==> src/core/tseg_consts.svh <==
// Register offsets, field positions and reset values of the timer status/event block
`ifndef TSEG_CONSTS_SVH
`define TSEG_CONSTS_SVH
`define TSEG_ADDR_W 6
`define TSEG_OFF_CTRL 6'h00
`define TSEG_OFF_ENABLE 6'h0c
`define TSEG_OFF_STATUS 6'h10
`define TSEG_OFF_EVGEN 6'h14
`define TSEG_OFF_MODE 6'h18
`define TSEG_OFF_CNT 6'h24
`define TSEG_OFF_PSC 6'h28
`define TSEG_OFF_RELOAD 6'h2c
`define TSEG_OFF_CC1 6'h34
`define TSEG_OFF_IRQ_MASK 6'h1c
`define TSEG_OFF_IRQ_STAT 6'h20
`define TSEG_BIT_UPDATE 0
`define TSEG_BIT_TRIG 6
`define TSEG_BIT_OVC 9
`define TSEG_BIT_DOWN 4
`define TSEG_STATUS_MASK 16'h1e5f
`define TSEG_RESET16 16'h0000
`define TSEG_RELOAD_RST 16'hffff
`endif

==> src/core/tseg_pkg.sv <==
// Types of the timer status/event block
`default_nettype none
package tseg_pkg;
    typedef struct packed {
        logic [5:0] addr;
        logic [15:0] wdata;
        logic wr;
        logic rd;
    } tseg_bus_t;
    typedef struct packed {
        logic [3:0] ovc;
        logic trig;
        logic [3:0] cc;
        logic upd;
    } tseg_flags_t;
    typedef enum logic [1:0] {
        TSEG_IDLE,
        TSEG_EXEC
    } tseg_state_t;
endpackage
`default_nettype wire

==> src/core/tseg_timer_status_event.sv <==
// Timer status flags, event generation, counter, prescaler and capture channels
`timescale 1ns/1ps
`default_nettype none
`include "tseg_consts.svh"
module tseg_timer_status_event
    import tseg_pkg::*;
(
    input wire logic ref_clk,
    input wire logic rst,
    input wire tseg_bus_t bus,
    output logic [15:0] rdData,
    input wire logic [3:0] chCapture,
    input wire logic trigIn,
    output logic irq,
    output logic [5:0] dmaReq
);
    logic [15:0] ctrl_reg;
    logic [15:0] enable_reg;
    logic [15:0] mode_reg;
    logic [15:0] reload_reg;
    logic [15:0] psc_reg;
    logic [15:0] pscCnt_reg;
    logic [15:0] cnt_reg;
    logic [15:0] cc_reg [4];
    logic [15:0] evgen_reg;
    tseg_state_t state_reg;
    tseg_flags_t flags_reg;
    tseg_flags_t flags_next;
    logic [9:0] irqStat_reg;
    logic [9:0] irqMask_reg;
    logic [15:0] rdData_reg;
    logic [5:0] dma_reg;

    logic wrStat;
    logic rdCc;
    logic [1:0] rdCh;
    logic forceUpd;
    logic forceTrig;
    logic [3:0] forceCh;
    logic [3:0] chInput;
    logic [3:0] capEvt;
    logic [3:0] ccEvt;
    logic overflow;
    logic updEvt;
    logic trigEvt;

    function automatic logic hit(input logic [5:0] a, input logic [5:0] off);
        return bus.wr && a == off;
    endfunction

    // Places the flags at their status register bit positions
    function automatic logic [15:0] statusWord(input tseg_flags_t f);
        return {3'h0, f.ovc, 2'h0, f.trig, 1'b0, f.cc, f.upd};
    endfunction

    function automatic logic isInput(input logic [1:0] sel);
        return sel != 2'h0;
    endfunction

    assign wrStat = hit(bus.addr, `TSEG_OFF_STATUS);
    assign rdCc = bus.rd && bus.addr[5:2] == 4'hd;
    assign rdCh = 2'(bus.addr - `TSEG_OFF_CC1);
    assign forceUpd = state_reg == TSEG_EXEC && evgen_reg[`TSEG_BIT_UPDATE];
    assign forceTrig = state_reg == TSEG_EXEC && evgen_reg[`TSEG_BIT_TRIG];
    assign forceCh = state_reg == TSEG_EXEC ? evgen_reg[4:1] : 4'h0;
    assign overflow = pscCnt_reg == psc_reg && (ctrl_reg[`TSEG_BIT_DOWN] ?
        cnt_reg == 16'h0000 : cnt_reg == reload_reg);
    assign updEvt = forceUpd || overflow;
    assign trigEvt = forceTrig || trigIn;

    always_comb begin
        for (int i = 0; i < 4; i++) begin
            chInput[i] = isInput(mode_reg[4*i +: 2]);
            capEvt[i] = chInput[i] && (chCapture[i] || forceCh[i]);
            ccEvt[i] = capEvt[i] || (!chInput[i] && forceCh[i]);
        end
    end

    // Event bits latch on write and are cleared after one execution cycle
    always_ff @(posedge ref_clk or posedge rst) begin
        if (rst) begin
            evgen_reg <= `TSEG_RESET16;
            state_reg <= TSEG_IDLE;
        end else begin
            unique case (state_reg)
                TSEG_IDLE: begin
                    if (hit(bus.addr, `TSEG_OFF_EVGEN)) begin
                        evgen_reg <= bus.wdata & 16'h005f;
                        state_reg <= TSEG_EXEC;
                    end
                end
                TSEG_EXEC: begin
                    evgen_reg <= `TSEG_RESET16;
                    state_reg <= TSEG_IDLE;
                end
            endcase
        end
    end

    always_ff @(posedge ref_clk or posedge rst) begin
        if (rst) begin
            ctrl_reg <= `TSEG_RESET16;
            enable_reg <= `TSEG_RESET16;
            mode_reg <= `TSEG_RESET16;
            psc_reg <= `TSEG_RESET16;
            reload_reg <= `TSEG_RELOAD_RST;
            irqMask_reg <= 10'h000;
        end else begin
            if (hit(bus.addr, `TSEG_OFF_CTRL)) ctrl_reg <= bus.wdata;
            if (hit(bus.addr, `TSEG_OFF_ENABLE)) enable_reg <= bus.wdata;
            if (hit(bus.addr, `TSEG_OFF_MODE)) mode_reg <= bus.wdata;
            if (hit(bus.addr, `TSEG_OFF_PSC)) psc_reg <= bus.wdata;
            if (hit(bus.addr, `TSEG_OFF_RELOAD)) reload_reg <= bus.wdata;
            if (hit(bus.addr, `TSEG_OFF_IRQ_MASK)) irqMask_reg <= bus.wdata[9:0];
        end
    end

    // Counter and prescaler
    always_ff @(posedge ref_clk or posedge rst) begin
        if (rst) begin
            pscCnt_reg <= `TSEG_RESET16;
            cnt_reg <= `TSEG_RESET16;
        end else if (forceUpd) begin
            pscCnt_reg <= `TSEG_RESET16;
            cnt_reg <= ctrl_reg[`TSEG_BIT_DOWN] ? reload_reg : 16'h0000;
        end else if (hit(bus.addr, `TSEG_OFF_CNT)) begin
            cnt_reg <= bus.wdata;
        end else if (overflow) begin
            pscCnt_reg <= `TSEG_RESET16;
            cnt_reg <= ctrl_reg[`TSEG_BIT_DOWN] ? reload_reg : 16'h0000;
        end else if (pscCnt_reg == psc_reg) begin
            pscCnt_reg <= `TSEG_RESET16;
            cnt_reg <= ctrl_reg[`TSEG_BIT_DOWN] ? cnt_reg - 16'h0001 : cnt_reg + 16'h0001;
        end else begin
            pscCnt_reg <= pscCnt_reg + 16'h0001;
        end
    end

    always_ff @(posedge ref_clk or posedge rst) begin
        if (rst) begin
            for (int i = 0; i < 4; i++) cc_reg[i] <= `TSEG_RESET16;
        end else begin
            for (int i = 0; i < 4; i++) begin
                if (capEvt[i]) cc_reg[i] <= cnt_reg;
                else if (!chInput[i] && hit(bus.addr, 6'(`TSEG_OFF_CC1 + i))) cc_reg[i] <= bus.wdata;
            end
        end
    end

    // Status flags: hardware set wins over software clear
    always_comb begin
        flags_next = flags_reg;
        if (wrStat) begin
            flags_next.upd = flags_reg.upd & bus.wdata[0];
            flags_next.cc = flags_reg.cc & bus.wdata[4:1];
            flags_next.trig = flags_reg.trig & bus.wdata[`TSEG_BIT_TRIG];
            flags_next.ovc = flags_reg.ovc & bus.wdata[12:9];
        end
        if (rdCc) flags_next.cc[rdCh] = 1'b0;
        if (updEvt) flags_next.upd = 1'b1;
        if (trigEvt) flags_next.trig = 1'b1;
        for (int i = 0; i < 4; i++) begin
            if (capEvt[i] && flags_reg.cc[i]) flags_next.ovc[i] = 1'b1;
            if (ccEvt[i]) flags_next.cc[i] = 1'b1;
        end
    end

    always_ff @(posedge ref_clk or posedge rst) begin
        if (rst) flags_reg <= '0;
        else flags_reg <= flags_next;
    end

    // Requests to the DMA controller, one cycle per event when enabled
    always_ff @(posedge ref_clk or posedge rst) begin
        if (rst) dma_reg <= 6'h00;
        else dma_reg <= {trigEvt, ccEvt, updEvt} & {enable_reg[14], enable_reg[12:8]};
    end
    assign dmaReq = dma_reg;

    // Sticky interrupt status, read clears, set wins
    always_ff @(posedge ref_clk or posedge rst) begin
        if (rst) begin
            irqStat_reg <= 10'h000;
        end else begin
            irqStat_reg <= (bus.rd && bus.addr == `TSEG_OFF_IRQ_STAT ? 10'h000 : irqStat_reg)
                | {capEvt & flags_reg.cc, trigEvt, ccEvt & enable_reg[4:1], updEvt & enable_reg[0]};
        end
    end
    assign irq = |(irqStat_reg & irqMask_reg);

    always_ff @(posedge ref_clk or posedge rst) begin
        if (rst) begin
            rdData_reg <= `TSEG_RESET16;
        end else if (bus.rd) begin
            unique case (bus.addr)
                `TSEG_OFF_CTRL: rdData_reg <= ctrl_reg;
                `TSEG_OFF_ENABLE: rdData_reg <= enable_reg;
                `TSEG_OFF_STATUS: rdData_reg <= statusWord(flags_reg) & `TSEG_STATUS_MASK;
                `TSEG_OFF_MODE: rdData_reg <= mode_reg;
                `TSEG_OFF_IRQ_MASK: rdData_reg <= {6'h00, irqMask_reg};
                `TSEG_OFF_IRQ_STAT: rdData_reg <= {6'h00, irqStat_reg};
                `TSEG_OFF_CNT: rdData_reg <= cnt_reg;
                `TSEG_OFF_PSC: rdData_reg <= psc_reg;
                `TSEG_OFF_RELOAD: rdData_reg <= reload_reg;
                `TSEG_OFF_CC1, 6'h35, 6'h36, 6'h37: rdData_reg <= cc_reg[rdCh];
                // Unmapped and write-only addresses read zero
                default: rdData_reg <= `TSEG_RESET16;
            endcase
        end else begin
            rdData_reg <= `TSEG_RESET16;
        end
    end
    assign rdData = rdData_reg;
endmodule
`default_nettype wire

==> config.mk <==
export PLATFORM = sky130hd
export DESIGN_NAME = tseg_timer_status_event
export DESIGN_NICKNAME = d
export VERILOG_FILES = /design/src/core/tseg_pkg.sv /design/src/core/tseg_timer_status_event.sv
export VERILOG_INCLUDE_DIRS = /design/src /design/src/core
export SDC_FILE = /design/constraint.sdc
export NUM_CORES = 1
export LEC_CHECK = 0
export BUFFER_PORTS_ARGS = -buffer_cell sky130_fd_sc_hd__clkbuf_2
export CORE_MARGIN = 5
export CORE_UTILIZATION = 30
export DETAILED_ROUTE_END_ITERATION = 16
export PLACE_DENSITY = 0.5
export SYNTH_ARGS = -nofsm -noshare
export SYNTH_HDL_FRONTEND = slang
export SYNTH_SLANG_ARGS = --single-unit
==> constraint.sdc <==
create_clock -name ref_clk -period 6.9 [get_ports ref_clk]
set_input_delay 0.69 -clock ref_clk [delete_from_list [all_inputs] [get_ports ref_clk]]
set_output_delay 0.69 -clock ref_clk [all_outputs]
set_load 0.005 [all_outputs]
* Word level (Yosys, flattened, before mapping)
Index checks and enable logic that the tools add are counted.
** Storage, ports and cells
- Register bits after elaboration :: 237
- Input bits :: 31
- Logic and storage cells :: 176
** Cells by class
- $add $sub $neg :: 4
- Magnitude comparators :: 3
- Eq/ne operators :: 19
- Muxes and demuxes :: 44
- Bitwise operators :: 13
- Reduce and logical (&&, ||, !) cells :: 69
** Operator list (number)
- $mux W16 :: 21
- $pmux W16 S10 :: 1
- $eq A6 B6 Y1 const B :: 8
- $logic_and A1 B1 Y1 :: 35
- $add A16 B1 Y16 const B :: 2
- $bmux W16 S2 :: 1
- $eq A16 B16 Y1 :: 2
- $reduce_bool A2 Y1 :: 14
- $eq A6 B5 Y1 const B :: 4
- $and A4 B4 Y4 :: 5
- $mux W10 :: 2
- $logic_not A16 Y1 :: 1
- $sub A16 B1 Y16 const B :: 1
- $pmux W7 S2 :: 1
- $mux W1 :: 12
- $and A10 B10 Y10 :: 1
- $logic_or A1 B1 Y1 :: 10
- $or A10 B10 Y10 :: 1
- $reduce_or A10 Y1 :: 1
- $mux W4 :: 2
- $mux W7 :: 1
- $and A6 B6 Y6 :: 1
- $eq A6 B4 Y1 const B :: 1
- $logic_not A6 Y1 :: 1
- 17 further kinds :: 23

* Depth between registers and ports, before layout
- Word-level depth :: 9
- Gate-level depth with buffers :: 10
- Mapped depth without buffers :: 7

* Worst setup path after synthesis
No wires, ideal clock.
- Path kind :: in2reg
- Start :: input bus[18] in the netlist's numbering
- End :: register cnt_reg[13]
- Setup time :: 128 ps
- Arrival :: 2451 ps
- Required time :: 6772 ps
- Setup slack :: 4320 ps
- Cell stages on the path :: 10
- Path buffers :: 4
- Cell sequence :: or4b_1 -> buf_2 -> or3_1 -> buf_4 -> nand2_8 -> nor2_2 -> buf_6 -> buf_6 -> a2bb2oi_1 -> o31ai_2
** On the way
- Cells in the longest elaborated chain, start to end :: 4
- Elaborated cells on any way between the ends :: 5
- Classes of those cells :: 1 x eq/ne; 2 x mux; 2 x reduce/logical
** RTL lines
- from (decl) :: line tseg_timer_status_event.sv:10 : input wire tseg_bus_t bus,
- $eq A6 B6 Y1 * :: line tseg_timer_status_event.sv:48 : return bus.wr && a == off;
- $logic_and A1 B1 Y1 * :: line tseg_timer_status_event.sv:48
- $mux W16 :: line tseg_timer_status_event.sv:126 : end else if (hit(bus.addr, `TSEG_OFF_CNT)) begin
- $mux W16 :: line tseg_timer_status_event.sv:123 : end else if (forceUpd) begin
- to (signal assigned) :: line tseg_timer_status_event.sv:122 : cnt_reg <= `TSEG_RESET16;
- to (signal assigned) :: line tseg_timer_status_event.sv:125 : cnt_reg <= ctrl_reg[`TSEG_BIT_DOWN] ? reload_reg : 16'h0000;
- to (signal assigned) :: line tseg_timer_status_event.sv:127 : cnt_reg <= bus.wdata;
- to (decl) :: line tseg_timer_status_event.sv:23 : logic [15:0] cnt_reg;
Every way passes the cells marked *; elsewhere a longest branch is shown, timed or not.
A chain may end at the register's enable or synchronous reset.

* Final worst setup path
- Start :: input bus[18] in the netlist's numbering
- End :: register pscCnt_reg[5]
** On the way
- Cells in the longest elaborated chain, start to end :: 3
** RTL lines
- $eq A6 B6 Y1 :: line tseg_timer_status_event.sv:48
- $logic_and A1 B1 Y1 :: line tseg_timer_status_event.sv:48
- $ne A2 B2 Y1 (no line)
- to (signal assigned) :: line tseg_timer_status_event.sv:121 : pscCnt_reg <= `TSEG_RESET16;
- to (signal assigned) :: line tseg_timer_status_event.sv:124 : pscCnt_reg <= `TSEG_RESET16;
- to (signal assigned) :: line tseg_timer_status_event.sv:129 : pscCnt_reg <= `TSEG_RESET16;
- to (decl) :: line tseg_timer_status_event.sv:22 : logic [15:0] pscCnt_reg;
No other way between the ends.

==> out/results.ini <==
[routing]
vias = 9761
drt_iter0_markers = 1075
wl_um = 41860
viasPerCell = 5.607
wl_per_cell_um = 24.05
dr_wl_met3_um = 3142
postRouteAntennaNets = 0
dr_wl_met2_um = 18440
dr.pass1.iters = 7
top_layer_used = met5
drcViolationCount = 0
drt-met1-wl_um = 19190

[sta]
rsz0062_at_grt = no
tightest_slew_ps = 1081
finalWorstSetupSlack_ps = 3370
finalCriticalPeriod_ps = 3530
maxSlewHeadroom = 0.2766
fin_setup_tns_ps = 0
drv_slew = 0
finalSetupViolations = 0
fin_worst_skew_ps = 28.77
finalHoldViolCount = 0
min_period_over_period = 0.5117
timing.fmax_mhz = 283.2
hold_ws_ps = 395.5

[cells_and_area]
largest_register_ffs = 64
stdcell_count = 1741
nFillCells = 4138
layout-drive-gt1-share = 0.2151
syn_to_final_growth_pct = 14.17
diodes = 0
nNetsFinal = 1236
fin_area_mm2 = 0.01417

[floorplanning]
io_pins = 54
initial_core_util = 0.3032
die-width_um = 213.4
design.core.area_mm2 = 0.04092
fp.dieH_um = 213.4
rows = 74
dieArea_mm2 = 0.04553

[place]
place_ws_ps = 2808
port_buffers = 53
gp_congestion = 0.8774
hpwl_um = 29250
dp_cells = 1691
place_area_mm2 = 0.01320

[synth]
yosys_warnings = 0
synthFlopType = dfrtp_1
async_flop_share = 1.000
avgSynthCellArea_um2 = 10.58
ys_seq_area_frac = 0.4755
syn_area_mm2 = 0.01241
syn_nets = 1220
netlist_instances = 1173
ys_ff_latch = 235
synth_edf_count = 0
synth_cell_types = 66

[power_and_ir_drop]
peakVddDrop_uv = 184.9
p_clk_frac = 0.321
switching_share = 0.3386
p_leak_uw = 0.005994
p_sw_uw = 1633
p_seq_frac = 0.444
pwr_density_cell_mw_per_mm2 = 340.3
power.share.combinational = 0.234
p_int_uw = 3189

[setup_path]
worst-path-buf-inv = 2
arrival_ps = 3970
ff2ff_setup_slack_ps = 3620
cp_cell_sequence = clkbuf_2, buf_4, or4b_1, nor2_2, a21oi_1, nand2_1, o21ai_0, a22o_1
slowest_stage = nor2_2
crit_type = primary input to flop
path_delay_family = simple AND/OR/NAND/NOR gates
crit_path_max_incr_delay_ps = 750
reg2reg_depth = 8
critical_path.endpoint_type = flop
worstSetupStartpointType = primary input
r2r_end = cnt_reg[12]
cp.required_ps = 7340
r2r_start = ctrl_reg[4]
cp_max_fo = 24

[job]
drv_cap = 0

[clocking]
post_cts_resized = 0
cts_tree = built
cts_buffers = 28
cts-root-buf = clkbuf_16
cts_setup_buffers = 0
cts_buffer_depth = 3
cts_max_level = 1
ctsHoldBuffers = 0
clk_pin_slew_worst_paths_ps = 60
insertion_delay_ps = 580
clkSinkCount = 235

[grt]
antenna_found_initial = 2
grt_pass1_vias = 9668
grt-ovfl-total = 0
grtUsageTotal = 0.1825
grt_max_degree = 174
grt_pass1_wl_um = 63700

[hold_path]
hp-class = primary input to async pin

[status]
status = completed

## tightest hold or removal path: cells and delay by family
family	cells	cell delay [ps]
buffers and inverters	3	790
## layout by cell type (no fill, tap or decap), types with 6 or more instances in the layout
cell / n
ha_1: 15
clkbuf_1: 9
mux4_2: 16
nor2_2: 7
nand2_1: 119
a22oi_1: 25
a211oi_1: 6
a22o_1: 20
a221oi_1: 18
a222oi_1: 16
a31oi_1: 19
inv_1: 6
mux2i_1: 74
nor2_1: 59
xnor2_1: 22
or3_1: 9
a21o_1: 7
and2_1: 8
nand2b_1: 9
nor2b_1: 7
nor4_1: 15
clkbuf_16: 28
mux2_2: 91
clkbuf_8: 8
nand3_1: 14
clkbuf_2: 53
dfstp_2: 16
xor2_1: 20
and3_1: 9
buf_4: 22
a21oi_1: 55
o21ai_0: 94
dfrtp_1: 219
nor3_1: 23
nand4_1: 8
## worst max-delay path by stage
stage / start / endpoint / depth (start not counted)
final: bus[18] / pscCnt_reg[5] / 8
after floorplan: rst / cc_reg[0] / 1
after detailed placement: bus[18] / pscCnt_reg[5] / 8
after CTS: bus[18] / pscCnt_reg[5] / 8
after global routing: bus[18] / pscCnt_reg[5] / 8
after global placement: bus[18] / pscCnt_reg[5] / 8
## synthesized netlist by cell type, drive strengths merged (4+ instances only)
cell type / count / share of area
a211oi: 6 / 0.0036
a21o: 7 / 0.0042
a21oi: 55 / 0.022
a221oi: 18 / 0.013
a222oi: 16 / 0.013
a22o: 20 / 0.014
a22oi: 25 / 0.015
a31oi: 22 / 0.011
a41oi: 4 / 0.0028
and2: 8 / 0.0040
and3: 9 / 0.0045
buf: 20 / 0.0088
clkbuf: 70 / 0.021
dfrtp: 219 / 0.44
dfstp: 16 / 0.034
ha: 15 / 0.015
inv: 7 / 0.0021
mux2: 91 / 0.083
mux2i: 74 / 0.060
mux4: 16 / 0.029
nand2: 120 / 0.038
nand2b: 9 / 0.0045
nand3: 14 / 0.0056
nand3b: 4 / 0.0024
nand4: 8 / 0.0040
nor2: 66 / 0.021
nor2b: 7 / 0.0035
nor3: 25 / 0.010
nor4: 15 / 0.0076
o21ai: 95 / 0.038
o221ai: 4 / 0.0028
o2bb2ai: 4 / 0.0028
o31ai: 4 / 0.0032
or3: 9 / 0.0045
xnor2: 22 / 0.016
xor2: 20 / 0.014
## cell type report
type / count / area (µm²) / area share
Multi-Input combinational cell: 841 / 6151 / 0.4342
Sequential cell: 235 / 5901 / 0.4165
Clock buffer: 45 / 844.6 / 0.05961
Tap cell: 532 / 665.6 / 0.04698
Timing Repair Buffer: 76 / 450.4 / 0.03179
Clock inverter: 5 / 125.1 / 0.008832
Inverter: 7 / 30.03 / 0.002120
## metrics by stage
step                  util  total power [µW]
floorplan                -              2847
global placement    0.3225              3254
detailed placement  0.3225              3286
CTS                 0.3462              4844
global route        0.3462              5084
finish              0.3462              4822
## per-layer routing
layer / vias to the layer above / global-route usage
li1: 4380 / -
met3: 63 / 0.03716
met1: 4927 / 0.2712
met2: 387 / 0.2749
met5: - / 0
met4: 4 / 0.04430
## power by group through the flow
stage / logic, µW / clock network [µW] / registers (µW)
after global routing: 1270 / 1630 / 2180
after floorplan: 955 / 0 / 1890
after CTS: 1130 / 1580 / 2130
after global placement: 1100 / 0 / 2150
after detailed placement: 1130 / 0 / 2160
final: 1130 / 1550 / 2140
## kinds of logic (layout without fill, tap and decap cells)
| kind of cell | Yosys count | after routing | share of synthesized area |
|---|---|---|---|
| flip-flops | 235 | 235 | 0.4755 |
| AO/OA/AOI/OAI | 299 | 299 | 0.1595 |
| multiplexers | 181 | 181 | 0.1713 |
| XOR/XNOR | 42 | 42 | 0.02964 |
| AND/OR/NAND/NOR | 303 | 303 | 0.1152 |
| buffers and inverters | 97 | 133 | 0.03206 |
| adder cells (fa/ha/maj) | 16 | 16 | 0.01674 |
(Power assumes the default switching activity.)
